==> config.mk <==
export PLATFORM = sky130hd
export DESIGN_NAME = peak_hold_sampler
export DESIGN_NICKNAME = d
export VERILOG_FILES = /design/src/core/peak_hold_pkg.sv /design/src/core/peak_hold_sampler.sv
export SDC_FILE = /design/constraint.sdc
export NUM_CORES = 1
export LEC_CHECK = 0
export ABC_CLOCK_PERIOD_IN_PS = 4600
export BUFFER_PORTS_ARGS = -buffer_cell sky130_fd_sc_hd__buf_4
export CAP_MARGIN = 30
export CORE_AREA = 2 2 163 165
export CTS_CLUSTER_DIAMETER = 80
export DETAILED_ROUTE_END_ITERATION = 7
export DIE_AREA = 0 0 165 167
export SYNTH_ARGS = -nofsm -noshare
export SYNTH_HDL_FRONTEND = slang
export SYNTH_SLANG_ARGS = --single-unit
==> constraint.sdc <==
create_clock -name ref_clk_i -period 4.6 [get_ports ref_clk_i]
set_clock_uncertainty 0.1 [all_clocks]
set_input_delay 0.46 -clock ref_clk_i [delete_from_list [all_inputs] [get_ports ref_clk_i]]
set_output_delay 0.46 -clock ref_clk_i [all_outputs]
set_load 0.02 [all_outputs]
==> src/core/peak_hold_pkg.sv <==
// Package with constants and types of the peak-hold sampler
`default_nettype none
package peak_hold_pkg;
    localparam int VALUE_W = 16;
    localparam logic [VALUE_W-1:0] VALUE_RESET = 16'h0000;
    localparam int ADDR_W = 4;
    // Register offsets
    localparam logic [ADDR_W-1:0] OFS_CTRL = 4'h0;
    localparam logic [ADDR_W-1:0] OFS_SELF_LEVEL = 4'h1;
    localparam logic [ADDR_W-1:0] OFS_HIGH_THR = 4'h2;
    localparam logic [ADDR_W-1:0] OFS_LOW_THR = 4'h3;
    localparam logic [ADDR_W-1:0] OFS_STATUS = 4'h4;
    localparam logic [ADDR_W-1:0] OFS_IRQ_STAT = 4'h5;
    localparam logic [ADDR_W-1:0] OFS_IRQ_MASK = 4'h6;
    localparam logic [ADDR_W-1:0] OFS_HELD = 4'h7;
    localparam logic [ADDR_W-1:0] OFS_RUN_MAX = 4'h8;
    // Control field positions
    localparam int CTRL_SELF_BIT = 0;
    localparam int CTRL_CONT_BIT = 1;
    localparam int CTRL_RESET_BIT = 2;
    // Reset values
    localparam logic [VALUE_W-1:0] SELF_LEVEL_RESET = 16'h0100;
    localparam logic [VALUE_W-1:0] HIGH_THR_RESET = 16'hc000;
    localparam logic [VALUE_W-1:0] LOW_THR_RESET = 16'h4000;
    localparam logic [2:0] CTRL_RESET = 3'h0;
    localparam logic [3:0] IRQ_MASK_RESET = 4'h0;
    // Interrupt bit positions
    localparam int IRQ_PUBLISH = 0;
    localparam int IRQ_START = 1;
    localparam int IRQ_ERR_CLR = 2;
    localparam int IRQ_FIRST = 3;

    typedef enum logic [1:0] {
        ST_STANDBY = 2'b00,
        ST_IDLE = 2'b01,
        ST_SAMPLE = 2'b10
    } phase_e;

    typedef struct packed {
        logic high;
        logic go;
        logic low;
    } judge_s;
endpackage : peak_hold_pkg
`default_nettype wire

==> src/core/peak_hold_sampler.sv <==
// Peak-hold sampler with timing input, self-timing, judgement and register port
`default_nettype none
module peak_hold_sampler #(
    parameter int VALUE_W = peak_hold_pkg::VALUE_W
) (
    input wire logic ref_clk_i,
    input wire logic reset_i,
    input wire logic clk_en_i,
    input wire logic [VALUE_W-1:0] live_value_i,
    input wire logic timing_i,
    input wire logic ext_reset_i,
    input wire logic set_button_i,
    input wire logic error_i,
    input wire logic [peak_hold_pkg::ADDR_W-1:0] reg_addr_i,
    input wire logic [31:0] reg_wdata_i,
    input wire logic reg_wr_i,
    input wire logic reg_rd_i,
    output logic [31:0] reg_rdata_o,
    output logic [VALUE_W-1:0] held_value_o,
    output logic judge_high_o,
    output logic judge_go_o,
    output logic judge_low_o,
    output logic standby_o,
    output logic error_o,
    output logic irq_o
);
    // Width check at elaboration: thresholds and registers share the package width
    if (VALUE_W != peak_hold_pkg::VALUE_W) begin : g_bad_width
        $error("VALUE_W must match the package width");
    end

    typedef logic [VALUE_W-1:0] value_t;
    // Cleared maximum, declared ahead of every use
    localparam value_t VALUE_RESET_W = value_t'(peak_hold_pkg::VALUE_RESET);

    // Three-way judgement of a value against the thresholds
    function automatic peak_hold_pkg::judge_s judge(input value_t v, input value_t hi,
                                                   input value_t lo);
        peak_hold_pkg::judge_s j;
        j.high = (v > hi);
        j.low = (v < lo) && !(v > hi);
        j.go = !j.high && !j.low;
        return j;
    endfunction : judge

    // Registers and state
    logic [2:0] ctrl_r;
    value_t self_level_r, high_thr_r, low_thr_r;
    logic [3:0] irq_stat_r, irq_mask_r;
    value_t run_max_r, run_max_nxt;
    value_t held_r, held_nxt;
    peak_hold_pkg::judge_s judge_r, judge_nxt;
    peak_hold_pkg::phase_e phase_r, phase_nxt;
    logic frozen_r, frozen_nxt;
    logic error_r;
    logic standby_r;
    logic [31:0] rdata_r;
    logic irq_r;
    logic tim_s1_r, tim_s2_r, tim_s3_r;
    logic erst_s1_r, erst_s2_r, btn_s1_r, btn_s2_r, err_s1_r, err_s2_r;
    value_t live_s1_r, live_s2_r;
    logic above_r;

    // Decoded mode bits
    wire self_mode = ctrl_r[peak_hold_pkg::CTRL_SELF_BIT];
    wire cont_mode = ctrl_r[peak_hold_pkg::CTRL_CONT_BIT];
    wire soft_reset = reg_wr_i && reg_addr_i == peak_hold_pkg::OFS_CTRL
                      && reg_wdata_i[peak_hold_pkg::CTRL_RESET_BIT];

    // Timing edges and self-timing crossings
    wire tim_rise = tim_s2_r && !tim_s3_r;
    wire tim_fall = !tim_s2_r && tim_s3_r;
    wire above = live_s2_r > self_level_r;
    wire self_rise = above && !above_r;
    wire self_fall = !above && above_r;
    wire err_clear = error_r && (erst_s2_r || btn_s2_r);
    wire value_t max_up = (live_s2_r > run_max_r) ? live_s2_r : run_max_r;
    wire peak_hold_pkg::judge_s judge_max = judge(max_up, high_thr_r, low_thr_r);
    wire peak_hold_pkg::judge_s judge_off = '0;

    // Mode map of the tracking logic below:
    //   external timing, end update:   track while low, publish on rise
    //   external timing, continuous:   follow while low, freeze on rise, clear on fall
    //   self-timing, end update:       capture while above level, publish on fall
    //   self-timing, continuous:       restart on rise, follow while above level
    // Timing edges arrive two edges after the pin moves, so a pulse
    // shorter than one clock may be lost; the controller must hold levels.
    // Standby overrides every judgement until the first published value.

    // Peak tracking, display and judgement next state
    always_comb begin
        run_max_nxt = run_max_r;
        held_nxt = held_r;
        judge_nxt = judge_r;
        phase_nxt = phase_r;
        frozen_nxt = frozen_r;
        if (!self_mode) begin
            if (!cont_mode) begin
                if (tim_rise) begin
                    held_nxt = run_max_r;
                    judge_nxt = judge(run_max_r, high_thr_r, low_thr_r);
                    run_max_nxt = VALUE_RESET_W;
                    phase_nxt = peak_hold_pkg::ST_IDLE;
                end else if (!tim_s2_r) begin
                    run_max_nxt = max_up;
                end
            end else begin
                if (tim_rise) begin
                    frozen_nxt = 1'b1;
                    phase_nxt = peak_hold_pkg::ST_IDLE;
                end else if (tim_fall) begin
                    frozen_nxt = 1'b0;
                    run_max_nxt = VALUE_RESET_W;
                end else if (!tim_s2_r && !frozen_r) begin
                    run_max_nxt = max_up;
                    held_nxt = max_up;
                    judge_nxt = judge_max;
                    phase_nxt = peak_hold_pkg::ST_IDLE;
                end
            end
        end else begin
            if (self_rise) begin
                run_max_nxt = live_s2_r;
                if (cont_mode) begin
                    held_nxt = live_s2_r;
                    judge_nxt = judge(live_s2_r, high_thr_r, low_thr_r);
                end else begin
                    judge_nxt = judge_off;
                end
                if (phase_r != peak_hold_pkg::ST_STANDBY || cont_mode) begin
                    phase_nxt = peak_hold_pkg::ST_SAMPLE;
                end
            end else if (above) begin
                run_max_nxt = max_up;
                if (cont_mode) begin
                    held_nxt = max_up;
                    judge_nxt = judge_max;
                end
            end else if (self_fall) begin
                held_nxt = run_max_r;
                judge_nxt = judge(run_max_r, high_thr_r, low_thr_r);
                phase_nxt = peak_hold_pkg::ST_IDLE;
            end
            // Otherwise held value and judgement stand unchanged
        end
        if (phase_nxt == peak_hold_pkg::ST_STANDBY) begin
            judge_nxt = judge_off;
        end
    end

    // Interrupt events; first held value marks the end of standby
    wire first_held = phase_r == peak_hold_pkg::ST_STANDBY
                      && phase_nxt != peak_hold_pkg::ST_STANDBY;
    wire start_evt = self_mode ? self_rise : tim_fall;
    wire pub_evt = self_mode ? self_fall : tim_rise;
    wire [3:0] irq_set = {first_held, err_clear, start_evt, pub_evt};
    wire irq_clr_wr = reg_wr_i && reg_addr_i == peak_hold_pkg::OFS_IRQ_STAT;

    // Read data selection
    logic [31:0] rd_mux;
    always_comb begin
        case (reg_addr_i)
            peak_hold_pkg::OFS_CTRL: rd_mux = {29'h0, ctrl_r};
            peak_hold_pkg::OFS_SELF_LEVEL: rd_mux = 32'(self_level_r);
            peak_hold_pkg::OFS_HIGH_THR: rd_mux = 32'(high_thr_r);
            peak_hold_pkg::OFS_LOW_THR: rd_mux = 32'(low_thr_r);
            peak_hold_pkg::OFS_STATUS: rd_mux = {25'h0, error_r, frozen_r, phase_r,
                                                 judge_r};
            peak_hold_pkg::OFS_IRQ_STAT: rd_mux = {28'h0, irq_stat_r};
            peak_hold_pkg::OFS_IRQ_MASK: rd_mux = {28'h0, irq_mask_r};
            peak_hold_pkg::OFS_HELD: rd_mux = 32'(held_r);
            peak_hold_pkg::OFS_RUN_MAX: rd_mux = 32'(run_max_r);
            default: rd_mux = 32'h0000_0000;
        endcase
    end

    // Input synchronisers
    // The timing, external reset, button, error and live value pins pass two flops; only the timing input has a third
    // stage, used purely for edge detection against the second.
    // The live value bus is sampled as a word: it must be stable over
    // the synchroniser span, as a slowly moving sensor reading is.
    // The self-timing crossing is judged on the synchronised word so
    // that the level comparison never sees a half-updated value.
    always_ff @(posedge ref_clk_i) begin
        if (reset_i) begin
            {tim_s1_r, tim_s2_r, tim_s3_r} <= 3'h0;
            {erst_s1_r, erst_s2_r, btn_s1_r, btn_s2_r, err_s1_r, err_s2_r} <= 6'h00;
            live_s1_r <= VALUE_RESET_W;
            live_s2_r <= VALUE_RESET_W;
            above_r <= 1'b0;
        end else if (clk_en_i) begin
            tim_s1_r <= timing_i;
            tim_s2_r <= tim_s1_r;
            tim_s3_r <= tim_s2_r;
            erst_s1_r <= ext_reset_i;
            erst_s2_r <= erst_s1_r;
            btn_s1_r <= set_button_i;
            btn_s2_r <= btn_s1_r;
            err_s1_r <= error_i;
            err_s2_r <= err_s1_r;
            live_s1_r <= live_value_i;
            live_s2_r <= live_s1_r;
            above_r <= above;
        end
    end

    // Measurement state
    // Error clear and restart both return to standby with a blank display;
    // the standby flag is its own flop so the pin comes straight from it.
    always_ff @(posedge ref_clk_i) begin
        if (reset_i || (clk_en_i && (err_clear || soft_reset))) begin
            run_max_r <= VALUE_RESET_W;
            held_r <= VALUE_RESET_W;
            judge_r <= '0;
            phase_r <= peak_hold_pkg::ST_STANDBY;
            frozen_r <= 1'b0;
            standby_r <= 1'b1;
        end else if (clk_en_i) begin
            run_max_r <= run_max_nxt;
            held_r <= held_nxt;
            judge_r <= judge_nxt;
            phase_r <= phase_nxt;
            frozen_r <= frozen_nxt;
            standby_r <= (phase_nxt == peak_hold_pkg::ST_STANDBY);
        end
    end

    // Error latch: set by error input, cleared by external reset or button
    always_ff @(posedge ref_clk_i) begin
        if (reset_i) begin
            error_r <= 1'b0;
        end else if (clk_en_i) begin
            if (err_s2_r) begin
                error_r <= 1'b1;
            end else if (err_clear) begin
                error_r <= 1'b0;
            end
        end
    end

    // Configuration registers
    // Restart bit of the control word is a strobe and is never stored.
    // Changing mode mid-period does not restart tracking by itself.
    always_ff @(posedge ref_clk_i) begin
        if (reset_i) begin
            ctrl_r <= peak_hold_pkg::CTRL_RESET;
            self_level_r <= value_t'(peak_hold_pkg::SELF_LEVEL_RESET);
            high_thr_r <= value_t'(peak_hold_pkg::HIGH_THR_RESET);
            low_thr_r <= value_t'(peak_hold_pkg::LOW_THR_RESET);
            irq_mask_r <= peak_hold_pkg::IRQ_MASK_RESET;
        end else if (clk_en_i && reg_wr_i) begin
            case (reg_addr_i)
                peak_hold_pkg::OFS_CTRL: ctrl_r <= {1'b0, reg_wdata_i[1:0]};
                peak_hold_pkg::OFS_SELF_LEVEL: self_level_r <= reg_wdata_i[VALUE_W-1:0];
                peak_hold_pkg::OFS_HIGH_THR: high_thr_r <= reg_wdata_i[VALUE_W-1:0];
                peak_hold_pkg::OFS_LOW_THR: low_thr_r <= reg_wdata_i[VALUE_W-1:0];
                peak_hold_pkg::OFS_IRQ_MASK: irq_mask_r <= reg_wdata_i[3:0];
                default: ;
            endcase
        end
    end

    // Sticky interrupt status, set wins over write-one clear
    always_ff @(posedge ref_clk_i) begin
        if (reset_i) begin
            irq_stat_r <= 4'h0;
            irq_r <= 1'b0;
            rdata_r <= 32'h0000_0000;
        end else if (clk_en_i) begin
            irq_stat_r <= (irq_stat_r & ~(irq_clr_wr ? reg_wdata_i[3:0] : 4'h0)) | irq_set;
            irq_r <= |(irq_stat_r & irq_mask_r);
            rdata_r <= reg_rd_i ? rd_mux : 32'h0000_0000;
        end
    end

    // Outputs from flip-flops
    assign reg_rdata_o = rdata_r;
    assign held_value_o = held_r;
    assign judge_high_o = judge_r.high;
    assign judge_go_o = judge_r.go;
    assign judge_low_o = judge_r.low;
    assign standby_o = standby_r;
    assign error_o = error_r;
    assign irq_o = irq_r;
endmodule : peak_hold_sampler
`default_nettype wire

==> results.cfg <==
[cts]
path_clk_slew_ns = 0.06
clk_path_buf_depth = 2
ctsHoldBuffers = 0
cts_htree_levels = 4
root_buffer = clkbuf_16
clock-sinks = 157
cts_tree = done
cts_buffers = 17
clk_latency_ns = 0.43

[synth]
syn_area_per_cell_um2 = 8.094
synthXorXnorAreaFrac_pct = 0
syn-cell-area_um2 = 10240
ys.flop_type = dfxtp_1
synthCells = 1265
synth_edf_count = 0
yosys_warnings = 0
synth-simple-area-share_pct = 16.44
synth_compound_area_share_pct = 21.62
synth_cell_type_count = 79
synthAdderAreaFrac_pct = 15.89
muxShareOfSynthArea_pct = 8.237
async_flop_share_pct = 0
ys_ff_latch = 157
synth_top_family_by_area = compound AO/OA/AOI/OAI gates
ys_seq_area_share_pct = 30.70

[detailed_routing]
antenna_left = 0
via_per_inst = 5.582
firstDrtPassIters = 5
drt_iter0_markers = 720
drc = 0
drt-wirelength-per-cell_um = 18.13
drt_wl_total_um = 31070
num_vias = 9562

[global_route]
track_usage_pct = 22.67
grt_max_degree = 71
grt_pass1_vias = 8859
antenna_found_initial = 0
grt_pass1_wl_um = 48930
globalRouteOverflowTotal = 0

[critical_path]
cp_slowest_cell = a2111o_1
crit_path_cell_trace = inv_1, ha_1, nand4_1, a2111o_1, a21oi_4, buf_12, mux2_2, ha_1, a21oi_1, o221a_2, o21ai_0, a311oi_1, buf_4, inv_1, a311oi_1, and2_2, o22ai_2
slowest_delay_ns = 0.52
path_delay_family = compound AO/OA/AOI/OAI gates
critPathLaunchType = flip-flop
cp-end-kind = flip-flop
arrival_ns = 4.50
critPathBufInv = 4
crit_type = reg2reg
cp.required_ns = 4.82
path_max_fanout = 10

[sta]
setup_tns_ns = 0
setup_viol = 0
final_max_slew_viol_count = 0
slew_headroom_pct = 46.49
rsz0062_at_grt = false
fin_crit_sh_pct = 93.00
fmax_ghz = 0.2337
finalCriticalPeriod_ns = 4.278
hold_viol = 0
tightestPinTransition_ns = 0.8018

[run]
max-cap-violations = 0

[placement]
placed_cell_area_um2 = 11410
dp_cells = 1680
hpwl_um = 23890
portBuffers = 82
place_congestion = 0.9118

[finish]
multiInputGateArea_um2 = 6472
syn_to_final_growth_pct = 17.66
fin_nets = 1556
regArea_um2 = 3143
final_area_um2 = 12050
stdcell_count = 1713
n_fill_cell = 2545
insertedDiodeCount = 0
utilization_pct = 46.76
drive_gt1_share_pct = 15.17

[die]
fp-row-count = 59
ios = 115
core_um2 = 25760
die_h_um = 167
dieArea_um2 = 27560
dieWidth_um = 165
start_util_pct = 39.74

[status]
status = complete, no violations

[power_and_ir_drop]
leakagePower_nw = 4.986
vdd_drop_max_v = 0.0002403
powerDensity_nw_per_um2 = 292.9

[worst_hold_path]
hold_path.class = in2reg
-- worst register-to-register path, stage by stage (launching register included) --
cell and delay [ns]:
dfxtp_1 0.32, inv_1 0.07, ha_1 0.30, nand4_1 0.22, a2111o_1 0.52, a21oi_4 0.25, buf_12 0.16, mux2_2 0.37
ha_1 0.31, a21oi_1 0.16, o221a_2 0.20, o21ai_0 0.11, a311oi_1 0.28, buf_4 0.19, inv_1 0.04, a311oi_1 0.32
and2_2 0.21, o22ai_2 0.05
-- placed cells by master, fill, tap and decap left out, types with 5 or more instances in the layout --
master,Yosys,final
o21a_1,8,8
nor2b_1,10,10
a21o_1,23,23
o211ai_1,9,9
nor4_1,7,5
buf_4,19,137
conb_1,1,16
nand3_1,22,22
nand4_1,17,17
inv_1,94,94
a22oi_1,29,29
o21ai_0,63,63
nand2_1,169,169
nor3_1,9,9
a222oi_1,5,5
a21oi_1,146,145
ha_1,130,130
nor2_1,98,98
mux2i_1,73,73
a31oi_1,12,12
a211oi_1,8,7
nand2b_1,6,6
mux2_2,10,10
dfxtp_1,157,157
clkbuf_16,0,17
-- through the flow --
| stage | total power [mW] | hold WS, ns | worst slack, ns |
|---|---|---|---|
| 2_1_floorplan | 1.876 | 0.3487 | 0.6245 |
| 3_3_place_gp | 2.062 | 0.3571 | 0.1379 |
| 3_5_place_dp | 2.070 | 0.3661 | 0.08054 |
| 4_1_cts | 3.530 | 0.1471 | 0.04158 |
| 5_1_grt | 3.686 | 0.1614 | 0.1583 |
| 6_report | 3.529 | 0.1635 | 0.3219 |
-- worst paths after layout --
path,startpoint,to,slack [ns],depth (start not counted)
max reg2reg,run_max_r[10]$_SDFFE_PP0P_,judge_high_o$_SDFFE_PP0P_,0.32,17
min,ext_reset_i,erst_s1_r$_SDFFE_PP0P_,0.16,3
min reg2reg,reg_rdata_o[1]$_SDFFE_PP0P_,reg_rdata_o[1]$_SDFFE_PP0P_,0.37,2
max,run_max_r[10]$_SDFFE_PP0P_,judge_high_o$_SDFFE_PP0P_,0.32,17
-- where the power goes --
group | leakage [nW] | total [mW] | switching (mW) | internal, mW
combinational | 3.43 | 0.656 | 0.385 | 0.271
sequential | 1.27 | 1.42 | 0.0248 | 1.39
clock | 0.287 | 1.45 | 0.605 | 0.849
total | 4.99 | 3.53 | 1.01 | 2.51
-- layout make-up --
type | instances | area share, %
Clock inverter | 11 | 1.091
Inverter | 95 | 3.002
Clock buffer | 21 | 3.905
Sequential cell | 157 | 26.09
Tap cell | 335 | 3.479
Multi-Input combinational cell | 956 | 53.73
Timing Repair Buffer | 138 | 8.704
-- layer usage --
metal	global-route usage, %	vias up	routed length [µm]
met1	30.17	4565	13830
met5	0	-	0
li1	-	4685	-
met4	6.352	0	658
met3	4.085	43	1474
met2	37.43	269	15110
-- repair_timing --
item                       CTS  global route
setup endpoints to repair    0             3
resized for setup            0             2
buffers inserted             0             1
-- cell usage after synthesis (4+ instances only) --
| library cell | number | area [µm²] |
|---|---|---|
| nand3_1 | 22 | 110.1 |
| dfxtp_1 | 157 | 3143 |
| nand2_1 | 169 | 634.4 |
| mux2_2 | 10 | 112.6 |
| nor2b_1 | 10 | 62.56 |
| mux2i_1 | 73 | 730.7 |
| a221oi_1 | 5 | 43.79 |
| ha_1 | 130 | 1627 |
| buf_4 | 19 | 142.6 |
| o21ai_0 | 63 | 315.3 |
| a21o_1 | 23 | 172.7 |
| a211oi_1 | 8 | 60.06 |
| o22ai_1 | 4 | 25.02 |
| a22oi_1 | 29 | 217.7 |
| nor4_1 | 7 | 43.79 |
| nand4_1 | 17 | 106.4 |
| or2_2 | 4 | 25.02 |
| o21a_1 | 8 | 60.06 |
| a21oi_1 | 146 | 730.7 |
| o211ai_1 | 9 | 67.56 |
| buf_2 | 4 | 20.02 |
| nor3_1 | 9 | 45.04 |
| a31oi_1 | 12 | 75.07 |
| nor2_1 | 98 | 367.9 |
| buf_1 | 7 | 26.28 |
| clkbuf_1 | 40 | 150.1 |
| inv_1 | 94 | 352.8 |
| a222oi_1 | 5 | 50.05 |
| nand2b_1 | 6 | 37.54 |
-- registers in the layout, indices dropped and copies added, names as in the netlist, 2 cells and up --
name          count
run_max_r        16
live_s2_r        16
held_value_o     16
ctrl_r            2
irq_mask_r        4
live_s1_r        16
high_thr_r       16
low_thr_r        16
phase_r           2
irq_stat_r        4
self_level_r     16
reg_rdata_o      16
-- kinds of logic after synthesis --
logic type | after synthesis
buf+inv | 167
mux | 83
flops | 157
compound gates | 354
simple gates | 373
other cells | 1
fa+ha+maj | 130
(Power assumes the default switching activity.)
